**src/rtl/tsrm_pkg.sv**
```systemverilog
// constants, field layout and state types of the temperature sensor register bank
// Summary of operation
// setup bit 2 low lets a local over-shutdown reading pull the shutdown output
// setup bit 0 high needs three remote out-of-limit results in a row
// status is read-only at 02h and clears to zero at reset
// status bit 7 shows conversion busy, bit 2 shows remote diode open
// alarm flags sit at bits 6,5,4,3,1,0 and read one when alarmed
// all alarm flags except busy and open can raise the alert
// host waits one conversion time before reading status after a single shot
// only the low four rate bits are kept; upper bits read zero
// rate code reads at 04h, writes at 0Ah, resets to 08h
// rate code picks the free-running interval, doubling from 0.06 Hz to 32 Hz
// upper limits read 05h/07h, write 0Bh/0Dh, reset 46h; low byte at 13h
// lower limits read 06h/08h, write 0Ch/0Eh, low byte 14h, reset zero
// shutdown limits are signed bytes at 20h local and 19h remote, reset 55h
// shutdown hysteresis is five bits at 21h, resetting to 0Ah
// remote trim bytes at 11h and 12h, read/write, reset zero
// style register at BFh; bit 0 low interrupt mode, high comparator mode
// style register bits 7 to 1 read zero
// fixed maker code readable at FEh
// read-only silicon revision readable at FFh
// a write to 0Fh starts one conversion in standby; data is dropped
// reading 0Fh always returns FFh
// after the single conversion the device returns to standby
// eleven-bit values are left-justified; low byte uses its top three bits
// setup bit 7 high masks the alert, low enables it
// setup bit 6 low runs continuously, high is standby with registers usable
// each conversion end compares readings to limits and updates flags
// a remote reading back inside a limit clears its consecutive count
package tsrm_pkg;
  // command codes
  localparam logic [7:0] ADDR_FLAGS_RD  = 8'h02;
  localparam logic [7:0] ADDR_SETUP_RD  = 8'h03;
  localparam logic [7:0] ADDR_RATE_RD   = 8'h04;
  localparam logic [7:0] ADDR_LUP_RD    = 8'h05;
  localparam logic [7:0] ADDR_LLO_RD    = 8'h06;
  localparam logic [7:0] ADDR_RUPH_RD   = 8'h07;
  localparam logic [7:0] ADDR_RLOH_RD   = 8'h08;
  localparam logic [7:0] ADDR_SETUP_WR  = 8'h09;
  localparam logic [7:0] ADDR_RATE_WR   = 8'h0A;
  localparam logic [7:0] ADDR_LUP_WR    = 8'h0B;
  localparam logic [7:0] ADDR_LLO_WR    = 8'h0C;
  localparam logic [7:0] ADDR_RUPH_WR   = 8'h0D;
  localparam logic [7:0] ADDR_RLOH_WR   = 8'h0E;
  localparam logic [7:0] ADDR_SHOT      = 8'h0F;
  localparam logic [7:0] ADDR_TRIMH     = 8'h11;
  localparam logic [7:0] ADDR_TRIML     = 8'h12;
  localparam logic [7:0] ADDR_RUPL      = 8'h13;
  localparam logic [7:0] ADDR_RLOL      = 8'h14;
  localparam logic [7:0] ADDR_RSHUT     = 8'h19;
  localparam logic [7:0] ADDR_LSHUT     = 8'h20;
  localparam logic [7:0] ADDR_HYST      = 8'h21;
  localparam logic [7:0] ADDR_STYLE     = 8'hBF;
  localparam logic [7:0] ADDR_MAKER     = 8'hFE;
  localparam logic [7:0] ADDR_REV       = 8'hFF;
  // setup bits
  localparam int SETUP_MASK_BIT  = 7;
  localparam int SETUP_STOP_BIT  = 6;
  localparam int SETUP_RSHUT_BIT = 4;
  localparam int SETUP_LSHUT_BIT = 2;
  localparam int SETUP_QUEUE_BIT = 0;
  // status bits
  localparam int FLG_BUSY  = 7;
  localparam int FLG_LHI   = 6;
  localparam int FLG_LLO   = 5;
  localparam int FLG_RHI   = 4;
  localparam int FLG_RLO   = 3;
  localparam int FLG_OPEN  = 2;
  localparam int FLG_RSHUT = 1;
  localparam int FLG_LSHUT = 0;
  localparam logic [7:0] ALARM_BITS = 8'h7B;
  // reset values and fixed read values
  localparam logic [7:0] RST_SETUP = 8'h00;
  localparam logic [3:0] RST_RATE  = 4'h8;
  localparam logic [7:0] RST_UPPER = 8'h46;
  localparam logic [7:0] RST_LOWER = 8'h00;
  localparam logic [7:0] RST_SHUT  = 8'h55;
  localparam logic [4:0] RST_HYST  = 5'h0A;
  localparam logic [7:0] READ_SHOT = 8'hFF;
  localparam logic [7:0] READ_NONE = 8'h00;
  // rate code limit and queue length
  localparam logic [3:0] RATE_MAX  = 4'h9;
  localparam logic [1:0] QUEUE_LEN = 2'h3;
  // timing
  localparam longint CLK_HZ         = 20000000;
  localparam longint CONV_TIME_US   = 38000;
  localparam longint FAST_PERIOD_US = 31250;
  localparam int CONV_CYC = int'((CONV_TIME_US * CLK_HZ + 999999) / 1000000);
  localparam int FAST_CYC = int'((FAST_PERIOD_US * CLK_HZ) / 1000000);

  typedef enum logic [1:0] {
    TSRM_WAIT = 2'b00,
    TSRM_CONV = 2'b01
  } tsrm_state_t;

  typedef struct packed {
    logic [7:0] upHi;
    logic [2:0] upLo;
    logic [7:0] loHi;
    logic [2:0] loLo;
  } tsrm_limits_t;
endpackage : tsrm_pkg

```
**src/rtl/tsrm_regbank.sv**
```systemverilog
// register bank, conversion sequencer and limit checks of the temperature sensor
`timescale 1ns/10ps
module tsrm_regbank #(
  parameter int         CONV_TICKS = tsrm_pkg::CONV_CYC,
  parameter int         FAST_TICKS = tsrm_pkg::FAST_CYC,
  parameter logic [7:0] MAKER_ID   = 8'h5A,  // arbitrary value
  parameter logic [7:0] REVISION   = 8'h00
) (
  // clock and reset
  input  wire logic        clk,
  input  wire logic        srst,
  // register access
  input  wire logic [7:0]  cmdCode,
  input  wire logic [7:0]  wrData,
  input  wire logic        wrStb,
  input  wire logic        rdStb,
  output logic      [7:0]  rdData,
  output logic             rdValid,
  // converter side
  input  wire logic [10:0] localReading,
  input  wire logic [10:0] remoteReading,
  input  wire logic        diodeOpen,
  output logic             convStart,
  output logic             convBusy,
  // alarm pins
  output logic             alertOut_n,
  output logic             shutdown_out_n
);

  // all state in one struct, so every pin comes from this one register
  typedef struct packed {
    tsrm_pkg::tsrm_state_t  state;
    logic                   busy;
    logic [31:0]            cnt;
    logic                   single;
    logic [7:0]             setup;
    logic [7:0]             flags;
    logic [7:0]             cond;
    logic [3:0]             rate;
    logic [7:0]             locUp;
    logic [7:0]             locLo;
    tsrm_pkg::tsrm_limits_t rem;
    logic [7:0]             remShut;
    logic [7:0]             locShut;
    logic [4:0]             hyst;
    logic [7:0]             trimHi;
    logic [2:0]             trimLo;
    logic                   style;
    logic [1:0]             qHi;
    logic [1:0]             qLo;
    logic [1:0]             qShut;
    logic                   locShutAct;
    logic                   remShutAct;
    logic [7:0]             rdData;
    logic                   rdValid;
    logic                   convStart;
    logic                   alertN;
    logic                   shutN;
  } tsrm_regs_t;

  tsrm_regs_t q_r;
  tsrm_regs_t q_nxt;

  // signed eleven-bit greater-than
  function automatic logic tsrmGt(input logic [10:0] a, input logic [10:0] b);
    tsrmGt = $signed(a) > $signed(b);
  endfunction : tsrmGt

  // interval of the free-running mode; undefined codes run at the fastest rate
  function automatic logic [31:0] tsrmInterval(input logic [3:0] code);
    logic [3:0] c;
    c = (code > tsrm_pkg::RATE_MAX) ? tsrm_pkg::RATE_MAX : code;
    tsrmInterval = 32'(FAST_TICKS) << (tsrm_pkg::RATE_MAX - c);
  endfunction : tsrmInterval

  // saturating consecutive out-of-limit count
  function automatic logic [1:0] tsrmQueue(input logic outside, input logic [1:0] n);
    if (!outside) begin
      tsrmQueue = 2'h0;
    end else if (n == tsrm_pkg::QUEUE_LEN) begin
      tsrmQueue = n;
    end else begin
      tsrmQueue = n + 2'h1;
    end
  endfunction : tsrmQueue

  // conversion running
  function automatic logic tsrmBusy(input tsrm_pkg::tsrm_state_t s);
    tsrmBusy = s == tsrm_pkg::TSRM_CONV;
  endfunction : tsrmBusy

  // one-degree byte onto the eleven-bit eighth-degree scale
  function automatic logic [10:0] tsrmWiden(input logic [7:0] b);
    tsrmWiden = {b, 3'h0};
  endfunction : tsrmWiden

  // upper byte and top three bits of the lower byte as one word
  function automatic logic [10:0] tsrmJoin(input logic [7:0] hi, input logic [2:0] lo);
    tsrmJoin = {hi, lo};
  endfunction : tsrmJoin

  // lower byte as read back; the five unused bits read zero
  function automatic logic [7:0] tsrmLowByte(input logic [2:0] lo);
    tsrmLowByte = {lo, 5'h00};
  endfunction : tsrmLowByte

  // a remote result only counts once the queue, if enabled, is full
  function automatic logic tsrmQualify(input logic on, input logic [1:0] n, input logic raw);
    tsrmQualify = on ? (n == tsrm_pkg::QUEUE_LEN) : raw;
  endfunction : tsrmQualify

  // trips above the limit, releases at or below limit less hysteresis
  function automatic logic tsrmShutHold(input logic trip, input logic act,
                                        input logic [10:0] rdg, input logic [10:0] lim,
                                        input logic [10:0] hyst);
    tsrmShutHold = trip || (act && tsrmGt(rdg, lim - hyst));
  endfunction : tsrmShutHold

  // active while any alarm bit of the source is set and the mask is clear
  function automatic logic tsrmAlertN(input logic [7:0] src, input logic masked);
    tsrmAlertN = !(|(src & tsrm_pkg::ALARM_BITS) && !masked);
  endfunction : tsrmAlertN

  logic [10:0] remCorr;
  logic [10:0] locUpW;
  logic [10:0] locLoW;
  logic [10:0] locShutW;
  logic [10:0] remShutW;
  logic [10:0] remUpW;
  logic [10:0] remLoW;
  logic [10:0] hystW;

  always_comb begin
    // left-justified words, fractional bits in the low three
    remCorr  = remoteReading + tsrmJoin(q_r.trimHi, q_r.trimLo);
    locUpW   = tsrmWiden(q_r.locUp);
    locLoW   = tsrmWiden(q_r.locLo);
    locShutW = tsrmWiden(q_r.locShut);
    remShutW = tsrmWiden(q_r.remShut);
    remUpW   = tsrmJoin(q_r.rem.upHi, q_r.rem.upLo);
    remLoW   = tsrmJoin(q_r.rem.loHi, q_r.rem.loLo);
    hystW    = {3'h0, q_r.hyst, 3'h0};
  end

  logic       endConv;
  logic       rOverHi;
  logic       rUnderLo;
  logic       rOverShut;
  logic [1:0] qHiN;
  logic [1:0] qLoN;
  logic [1:0] qShutN;
  logic [7:0] setFlags;
  logic [7:0] condNow;
  logic       queueOn;

  always_comb begin
    endConv   = tsrmBusy(q_r.state) && (q_r.cnt == 32'h0);
    queueOn   = q_r.setup[tsrm_pkg::SETUP_QUEUE_BIT];
    rOverHi   = tsrmGt(remCorr, remUpW);
    rUnderLo  = tsrmGt(remLoW, remCorr);
    rOverShut = tsrmGt(remCorr, remShutW);
    qHiN      = tsrmQueue(rOverHi, q_r.qHi);
    qLoN      = tsrmQueue(rUnderLo, q_r.qLo);
    qShutN    = tsrmQueue(rOverShut, q_r.qShut);
    condNow   = 8'h00;
    condNow[tsrm_pkg::FLG_LHI]   = tsrmGt(localReading, locUpW);
    condNow[tsrm_pkg::FLG_LLO]   = tsrmGt(locLoW, localReading);
    condNow[tsrm_pkg::FLG_LSHUT] = tsrmGt(localReading, locShutW);
    // with the queue enabled, remote results pass only once it has seen three in a row
    condNow[tsrm_pkg::FLG_RHI]   = tsrmQualify(queueOn, qHiN, rOverHi);
    condNow[tsrm_pkg::FLG_RLO]   = tsrmQualify(queueOn, qLoN, rUnderLo);
    condNow[tsrm_pkg::FLG_RSHUT] = tsrmQualify(queueOn, qShutN, rOverShut);
    condNow[tsrm_pkg::FLG_OPEN]  = diodeOpen;
    setFlags  = endConv ? condNow : 8'h00;
  end

  logic wrHit;
  logic rdHit;
  logic shutLocNow;
  logic shutRemNow;

  always_comb begin
    q_nxt          = q_r;
    wrHit          = wrStb;
    rdHit          = rdStb;
    q_nxt.convStart = 1'b0;
    q_nxt.rdValid   = rdHit;

    // register writes
    if (wrHit) begin
      unique case (cmdCode)
        tsrm_pkg::ADDR_SETUP_WR: q_nxt.setup = wrData;
        tsrm_pkg::ADDR_RATE_WR:  q_nxt.rate = wrData[3:0];
        tsrm_pkg::ADDR_LUP_WR:   q_nxt.locUp = wrData;
        tsrm_pkg::ADDR_RUPH_WR:  q_nxt.rem.upHi = wrData;
        tsrm_pkg::ADDR_RUPL:     q_nxt.rem.upLo = wrData[7:5];
        tsrm_pkg::ADDR_LLO_WR:   q_nxt.locLo = wrData;
        tsrm_pkg::ADDR_RLOH_WR:  q_nxt.rem.loHi = wrData;
        tsrm_pkg::ADDR_RLOL:     q_nxt.rem.loLo = wrData[7:5];
        tsrm_pkg::ADDR_RSHUT:    q_nxt.remShut = wrData;
        tsrm_pkg::ADDR_LSHUT:    q_nxt.locShut = wrData;
        tsrm_pkg::ADDR_HYST:     q_nxt.hyst = wrData[4:0];
        tsrm_pkg::ADDR_TRIMH:    q_nxt.trimHi = wrData;
        tsrm_pkg::ADDR_TRIML:    q_nxt.trimLo = wrData[7:5];
        tsrm_pkg::ADDR_STYLE:    q_nxt.style = wrData[0];
        tsrm_pkg::ADDR_SHOT: begin
          // data is dropped; only honoured while stopped and idle
          if (q_r.setup[tsrm_pkg::SETUP_STOP_BIT] && q_r.state == tsrm_pkg::TSRM_WAIT) begin
            q_nxt.single = 1'b1;
          end
        end
        default: ;
      endcase
    end

    // register reads
    if (rdHit) begin
      unique case (cmdCode)
        tsrm_pkg::ADDR_FLAGS_RD: begin
          q_nxt.rdData = {tsrmBusy(q_r.state), q_r.flags[6:0]};
        end
        tsrm_pkg::ADDR_SETUP_RD: q_nxt.rdData = q_r.setup;
        tsrm_pkg::ADDR_RATE_RD:  q_nxt.rdData = {4'h0, q_r.rate};
        tsrm_pkg::ADDR_LUP_RD:   q_nxt.rdData = q_r.locUp;
        tsrm_pkg::ADDR_RUPH_RD:  q_nxt.rdData = q_r.rem.upHi;
        tsrm_pkg::ADDR_RUPL:     q_nxt.rdData = tsrmLowByte(q_r.rem.upLo);
        tsrm_pkg::ADDR_LLO_RD:   q_nxt.rdData = q_r.locLo;
        tsrm_pkg::ADDR_RLOH_RD:  q_nxt.rdData = q_r.rem.loHi;
        tsrm_pkg::ADDR_RLOL:     q_nxt.rdData = tsrmLowByte(q_r.rem.loLo);
        tsrm_pkg::ADDR_RSHUT:    q_nxt.rdData = q_r.remShut;
        tsrm_pkg::ADDR_LSHUT:    q_nxt.rdData = q_r.locShut;
        tsrm_pkg::ADDR_HYST:     q_nxt.rdData = {3'h0, q_r.hyst};
        tsrm_pkg::ADDR_TRIMH:    q_nxt.rdData = q_r.trimHi;
        tsrm_pkg::ADDR_TRIML:    q_nxt.rdData = tsrmLowByte(q_r.trimLo);
        tsrm_pkg::ADDR_STYLE:    q_nxt.rdData = {7'h00, q_r.style};
        tsrm_pkg::ADDR_MAKER:    q_nxt.rdData = MAKER_ID;
        tsrm_pkg::ADDR_REV:      q_nxt.rdData = REVISION;
        tsrm_pkg::ADDR_SHOT:     q_nxt.rdData = tsrm_pkg::READ_SHOT;
        default:                 q_nxt.rdData = tsrm_pkg::READ_NONE;
      endcase
    end

    // status read clears the sticky flags; a new result in that cycle still lands
    if (rdHit && cmdCode == tsrm_pkg::ADDR_FLAGS_RD) begin
      q_nxt.flags = setFlags;
      if (!q_r.style && |(q_r.flags & tsrm_pkg::ALARM_BITS)) begin
        q_nxt.setup[tsrm_pkg::SETUP_MASK_BIT] = 1'b1;
      end
    end else begin
      q_nxt.flags = q_r.flags | setFlags;
    end
    q_nxt.flags[tsrm_pkg::FLG_BUSY] = 1'b0;
    if (endConv) begin
      // open follows each result, not latched; a status read clears it until the next one
      q_nxt.flags[tsrm_pkg::FLG_OPEN] = condNow[tsrm_pkg::FLG_OPEN];
    end

    // conversion sequencer
    unique case (q_r.state)
      tsrm_pkg::TSRM_WAIT: begin
        if (q_r.cnt != 32'h0) begin
          q_nxt.cnt = q_r.cnt - 32'h1;
        end
        if (q_r.single || (!q_r.setup[tsrm_pkg::SETUP_STOP_BIT] && q_r.cnt == 32'h0)) begin
          q_nxt.state     = tsrm_pkg::TSRM_CONV;
          q_nxt.cnt       = 32'(CONV_TICKS - 1);
          q_nxt.convStart = 1'b1;
        end
      end
      tsrm_pkg::TSRM_CONV: begin
        if (endConv) begin
          q_nxt.state  = tsrm_pkg::TSRM_WAIT;
          q_nxt.single = 1'b0;
          q_nxt.cnt    = tsrmInterval(q_r.rate);
          q_nxt.cond   = condNow;
          q_nxt.qHi    = qHiN;
          q_nxt.qLo    = qLoN;
          q_nxt.qShut  = qShutN;
        end else begin
          q_nxt.cnt = q_r.cnt - 32'h1;
        end
      end
      default: begin
        // an illegal code drops back to idle
        q_nxt.state = tsrm_pkg::TSRM_WAIT;
        q_nxt.cnt   = 32'h0;
      end
    endcase
    q_nxt.busy = tsrmBusy(q_nxt.state);

    // shutdown output with hysteresis on release
    shutLocNow = q_r.locShutAct;
    shutRemNow = q_r.remShutAct;
    if (endConv) begin
      shutLocNow = tsrmShutHold(condNow[tsrm_pkg::FLG_LSHUT], q_r.locShutAct,
                                localReading, locShutW, hystW);
      shutRemNow = tsrmShutHold(condNow[tsrm_pkg::FLG_RSHUT], q_r.remShutAct,
                                remCorr, remShutW, hystW);
    end
    q_nxt.locShutAct = shutLocNow;
    q_nxt.remShutAct = shutRemNow;
    q_nxt.shutN = !((shutLocNow && !q_nxt.setup[tsrm_pkg::SETUP_LSHUT_BIT]) ||
                    (shutRemNow && !q_nxt.setup[tsrm_pkg::SETUP_RSHUT_BIT]));

    // alert: sticky flags in interrupt mode, last result in comparator mode
    if (q_nxt.style) begin
      q_nxt.alertN = tsrmAlertN(q_nxt.cond, q_nxt.setup[tsrm_pkg::SETUP_MASK_BIT]);
    end else begin
      q_nxt.alertN = tsrmAlertN(q_nxt.flags, q_nxt.setup[tsrm_pkg::SETUP_MASK_BIT]);
    end
  end

  // synchronous reset; fields not named here reset to zero
  always_ff @(posedge clk) begin
    if (srst) begin
      q_r            <= '0;
      q_r.state      <= tsrm_pkg::TSRM_WAIT;
      q_r.setup      <= tsrm_pkg::RST_SETUP;
      q_r.flags      <= 8'h00;
      q_r.rate       <= tsrm_pkg::RST_RATE;
      q_r.locUp      <= tsrm_pkg::RST_UPPER;
      q_r.rem.upHi   <= tsrm_pkg::RST_UPPER;
      q_r.locLo      <= tsrm_pkg::RST_LOWER;
      q_r.rem.loHi   <= tsrm_pkg::RST_LOWER;
      q_r.remShut    <= tsrm_pkg::RST_SHUT;
      q_r.locShut    <= tsrm_pkg::RST_SHUT;
      q_r.hyst       <= tsrm_pkg::RST_HYST;
      q_r.alertN     <= 1'b1;
      q_r.shutN      <= 1'b1;
    end else begin
      q_r <= q_nxt;
    end
  end

  // pins, each from its own flip-flop
  always_comb begin
    rdData         = q_r.rdData;
    rdValid        = q_r.rdValid;
    convStart      = q_r.convStart;
    convBusy       = q_r.busy;
    alertOut_n     = q_r.alertN;
    shutdown_out_n = q_r.shutN;
  end

endmodule : tsrm_regbank

```
**config.mk**
```make
export PLATFORM = sky130hd
export DESIGN_NAME = tsrm_regbank
export DESIGN_NICKNAME = d
export VERILOG_FILES = /design/src/rtl/tsrm_pkg.sv /design/src/rtl/tsrm_regbank.sv
export SDC_FILE = /design/constraint.sdc
export NUM_CORES = 1
export LEC_CHECK = 0
export ABC_AREA = 1
export ABC_CLOCK_PERIOD_IN_PS = 9400
export BUFFER_PORTS_ARGS = -buffer_cell sky130_fd_sc_hd__buf_2
export CORE_ASPECT_RATIO = 2
export CORE_MARGIN = 4
export CORE_UTILIZATION = 40
export DETAILED_ROUTE_END_ITERATION = 8
export SYNTH_ARGS = -nofsm -noshare
export SYNTH_HDL_FRONTEND = slang
export SYNTH_SLANG_ARGS = --single-unit
```
**constraint.sdc**
```tcl
create_clock -name clk -period 9.4 [get_ports clk]
set_input_delay 0.47 -clock clk [delete_from_list [all_inputs] [get_ports clk]]
set_output_delay 0.47 -clock clk [all_outputs]
set_load 0.03 [all_outputs]
```
-- Word-level counts from Yosys, hierarchy flattened
Cells that the tools add are included.
- mux-type cells: 37
- shift-type cells: 1
- eq/ne operators: 32
- reduce and logical (&&, ||, !) cells: 44
- add/sub/neg operators: 8
- magnitude comparators: 9
- bitwise gates (word level): 2
- operators by type and width (kind ; count):
    $pmux 8 s17 ; 1
    $mux 32 ; 3
    $gt 11x11->1 ; 8
    $eq 8x4->1 const B ; 8
    $pmux 32 s2 ; 1
    $eq 8x5->1 const B ; 5
    $eq 8x3->1 const B ; 4
    $logic_not 32->1 ; 1
    $reduce_bool 32->1 ; 1
    $shl 20x4->32 const A ; 1
    $sub 32x1->32 const B ; 1
    $mux 7 ; 4
    $reduce_and 2->1 ; 14
    $sub 11x8->11 ; 2
    $reduce_or 6->1 ; 3
    $eq 8x2->1 const B ; 2
    $eq 8x6->1 const B ; 2
    $eq 8x8->1 const B ; 2
    $mux 1 ; 16
    $mux 2 ; 8
    $eq 2x2->1 const B ; 6
    $add 11x11->11 ; 1
    $logic_and 1x1->1 ; 11
    $mux 9 ; 1
    14 further kinds ; 27
- bits of input ports: 43
- output and inout bits: 13
- flip-flop bits (word level): 153

-- Longest topological paths before layout
- word-level depth: 12
- mapped depth: 23

-- Worst setup path after synthesis
No wires, ideal clock.
- kind: input-to-reg
- start point: input port remoteReading[0]
- end point: register q_r, in the netlist alertOut_n
- required time: 9280 ps
- arrival: 3000 ps
- slack: 6280 ps
- cell stages on the path: 22
- cells stage by stage: ha_1 > fa_1 > nand2_1 > nand2_1 > nand3_1 > nand2_1 > nand2_1 > nand2_1 > nand2_1 > nand2_1 > ha_1 > inv_1 > nor2_1 > o21ai_0 > nor2_1 > nand2_1 > nand3_1 > nand4_1 > nand3_1 > nor2_1 > nand2_1 > nand3_1
- cells in the longest elaborated chain, start to end: 12
- elaborated cells between the ends (all ways): 25
- ends and longest elaborated chain (item ; RTL line ; RTL):
    start, declared ; tsrm_regbank.sv:21 ; input wire logic [10:0] remoteReading,
    $add 11x11->11 * ; tsrm_regbank.sv:135 ; remCorr = remoteReading + tsrmJoin(q_r.trimHi, q_r.trimLo);
    $gt 11x11->1 ; tsrm_regbank.sv:66 ; tsrmGt = $signed(a) > $signed(b);
    $mux 2 ; tsrm_regbank.sv:78 ; if (!outside) begin
    $eq 2x2->1 ; tsrm_regbank.sv:109 ; tsrmQualify = on ? (n == tsrm_pkg::QUEUE_LEN) : raw;
    $mux 1 ; tsrm_regbank.sv:109 ;
    $mux 7 ; tsrm_regbank.sv:174 ; setFlags = endConv ? condNow : 8'h00;
    $or 7x7->7 ; tsrm_regbank.sv:250 ; q_nxt.flags = q_r.flags | setFlags;
    $mux 7 ; tsrm_regbank.sv:244 ; if (rdHit && cmdCode == tsrm_pkg::ADDR_FLAGS_RD) begin
    $reduce_or 6->1 ; tsrm_regbank.sv:121 ; tsrmAlertN = !(|(src & tsrm_pkg::ALARM_BITS) && !masked);
    $logic_and 1x1->1 ; tsrm_regbank.sv:121 ;
    $logic_not 1->1 ; tsrm_regbank.sv:121 ;
    $mux 1 * ; tsrm_regbank.sv:306 ; if (q_nxt.style) begin
    end signal, assigned ; tsrm_regbank.sv:331 ; q_r <= q_nxt;
    end, declared ; tsrm_regbank.sv:61 ; tsrm_regs_t q_r;
Every way passes the cells marked *; elsewhere a longest branch is shown, timed or not.
A chain may end at the register's enable or synchronous reset.

-- Final worst setup path
- start point: register q_r[21] in the netlist's numbering
- end point: register q_r, in the netlist alertOut_n
- cells in the longest elaborated chain, start to end: 12
- elaborated cells between the ends (all ways): 25
- ends and longest elaborated chain (item ; RTL line):
    $add 11x11->11 * ; tsrm_regbank.sv:135
    $gt 11x11->1 ; tsrm_regbank.sv:66
    $mux 2 ; tsrm_regbank.sv:78
    $eq 2x2->1 ; tsrm_regbank.sv:109
    $mux 1 ; tsrm_regbank.sv:109
    $mux 7 ; tsrm_regbank.sv:174
    $or 7x7->7 ; tsrm_regbank.sv:250
    $mux 7 ; tsrm_regbank.sv:244
    $reduce_or 6->1 ; tsrm_regbank.sv:121
    $logic_and 1x1->1 ; tsrm_regbank.sv:121
    $logic_not 1->1 ; tsrm_regbank.sv:121
    $mux 1 * ; tsrm_regbank.sv:306
Marks and branches as above.

==> run metrics <==
status=finished clean; RSZ-0062 raised after global routing=false; VDD IR max=0.140 mV; CORE AREA=25,200 sq um; number of buffers created by CTS=17; Ant. Diodes=0; final hold violations=0; total gr overflow=0; Worst Path Class, Setup=flop to flop; syn_area_per_cell=6.67 sq um; leading area contributor after synthesis=dfxtp_1; Worst EP arrival=4010 ps; cell mode on critical path=nand2_1; GRT Total Usage=27.3%; type of the most critical hold path=input port to flop; PnR worst setup slack=5730 ps; grt peak-use layer=met2; htree depth=4; Post-Place Cells=1,898; die area=28,500 sq um; hold depth=3; Post-CTS Setup Repair Bufs=0; total power=2.15 mW; DP HPWL=31,200 um; top-level port count=56; top cell type's share of synthesized area=29.6%; CP peak stage delay=420 ps; Place WS=5620 ps; final cell count without fillers=1,929; Post-synth top flop=dfxtp_1; Syn. warnings=0; fin. max-slew vios=0; WP data required=9740 ps; fin util=45.4%; area grow syn2layout=11.4%; fmax=0.273 GHz; total number of vias=10,500; number of flops mapped to enable cells by yosys=0; antenna viol nets, final=0; Placed Area=10,800 sq um; initial antenna violation count=0; power per cell area=188 nW/um^2; vias in the first global route=10,200; clock latency on the worst-skew pair=450 ps; routability congestion estimate=1.00; WL per Instance=20.0 um; GR Layer Usage met3=3.35%; first-pass GRT wire length=58,600 um; Finish-stage setup viols=0; Synth Register Bits=152; critical-path cell list=ha_1 -> fa_1 -> nand2_1 -> nand2_1 -> nand3_1 -> nand2_1 -> nand2_1 -> nand2_1 -> nand2_1 -> nand2_1 -> ha_1 -> inv_1 -> nor2_1 -> o21ai_0 -> nor2_1 -> nand2_1 -> nand3_1 -> nand4_1 -> nand3_1 -> nor2_1 -> nand2_1 -> nand3_1; post-route cell area=11,400 sq um; register area share after synthesis=29.6%; Max Cap Viol=0; Cell variety after synth=60; mapped cell area=10,300 sq um; drt total wl=38,600 um; Nets=1,703; Worst Setup End Kind=flop; final hold slack=267 ps; critical path startpoint category=flop; grt met1 use=27.1%; GR Util met2=49.7%; post-CTS resize count=0; clock-pin slew on the worst setup and hold paths=70 ps; dominant cells by area after synthesis=dfxtp_1, nand2_1, ha_1, inv_1, a21oi_1; residual DRC count=0; Slowest cell on crit path=fa_1; worst-case clock skew=11.1 ps; Leakage=5.30 nW; clk root buf=clkbuf_16; first-pass iteration count of the detailed router=6; overall die width=121 um; Max-slew headroom=28.8%; Synth async-reset ratio=0%; die height=235 um; layout cells sized above 1=7.85%; Reg2Reg Depth=22; largest net degree at the start of global routing=70; crit-path max FO=7; synthesized instance count=1,539; setup_tns=0 ps; std cell rows=82; clock sink count=152; input/output buffers=55; post-DR vias/cell=5.46; clk buf depth=2; CTS tree=done; Fillers=2,753; cts hold-fix bufs=0; Least-Margin Pin Slew=1060 ps; final critical-path share of the clock period=39.0%; syn_nets=1,661; final period demand of the worst path=3670 ps; initial DRC count=805; Initial Util=40.7%
[worst paths after layout]
check / endpoint / slack, ps / start
max: alertOut_n / 5730 / q_r[21]
min: q_r[105] / 270 / diodeOpen
max reg2reg: alertOut_n / 5730 / q_r[21]
min reg2reg: rdData[5] / 470 / rdData[5]
[power by group]
group / internal (mW) / leakage (nW) / total (mW) / switching, mW
clock: 0.427 / 0.291 / 0.725 / 0.298
sequential: 0.688 / 1.23 / 0.723 / 0.0350
combinational: 0.236 / 3.79 / 0.703 / 0.467
total: 1.35 / 5.30 / 2.15 / 0.801
[layout by cell type, fill, tap and decap left out, types with 3 or more instances in the layout]
master and instances:
nand2_1 283, inv_1 232, nor2_1 175, dfxtp_1 152
a21oi_1 145, o21ai_0 110, nand3_1 80, ha_1 76
buf_2 55, nor3_1 30, xor2_1 27, nand4_1 25
o22ai_1 19, a211oi_1 17, clkbuf_16 17, o211ai_1 13
xnor2_1 11, a221oi_1 11, or2_2 7, clkinv_1 7
a31oi_1 6, buf_4 6, inv_2 4, nand3b_1 4
a2111oi_0 4, nor2_2 4, clkinv_4 4, o221ai_1 3
o2111ai_1 3, or2_1 3, nor4_1 3, o21a_1 3
o21bai_1 3, o31ai_1 3, a22oi_1 3, fa_1 3
inv_6 3, bufinv_16 3
[logic make-up after synthesis]
group	share of synthesized area, %
xor+xnor	3.24
compound gates	20.3
flops	29.6
buf+inv	10.7
simple gates	26.3
fa+ha+maj	9.84
other cells	0.0365
[cells in the mapped netlist (17+ instances only)]
cell / count
a21oi_1: 145
o22ai_1: 19
xor2_1: 27
inv_1: 233
nor3_1: 30
nand4_1: 25
o21ai_0: 110
ha_1: 76
nand2_1: 283
clkbuf_1: 28
nand3_1: 80
a211oi_1: 17
nor2_1: 175
dfxtp_1: 152
[per-layer routing]
metal | share of wire, % | vias up
met5 | 0 | -
met4 | 9.1 | 0
met3 | 3.5 | 131
met2 | 53 | 344
met1 | 35 | 4851
li1 | - | 5204
[critical path: cells and delay by family (launching register included)]
kind | cells | cell delay [ps]
AO/OA/AOI/OAI | 1 | 100
adder cells (fa/ha/maj) | 3 | 1100
AND/OR/NAND/NOR | 17 | 1900
buffers and inverters | 1 | 70
flip-flops | 1 | 390
[layout make-up]
type	count	area, sq um	share of cell area, %
sequential	152	3040	26.6
inverter	244	918	8.02
multi-input combinational	1105	6140	53.6
clock buffer	19	443	3.87
tap	336	420	3.67
clock inverter	12	166	1.45
timing repair buffer	61	320	2.80
[registers in the layout, indices dropped and copies added, names as in the netlist]
signal and count:
locUpW 8, locShutW 8, rdData 8, hystW 5, convBusy 1, q_r 110
alertOut_n 1, locLoW 8, rdValid 1, shutdown_out_n 1, convStart 1
Power figures use the tool's default switching activity.
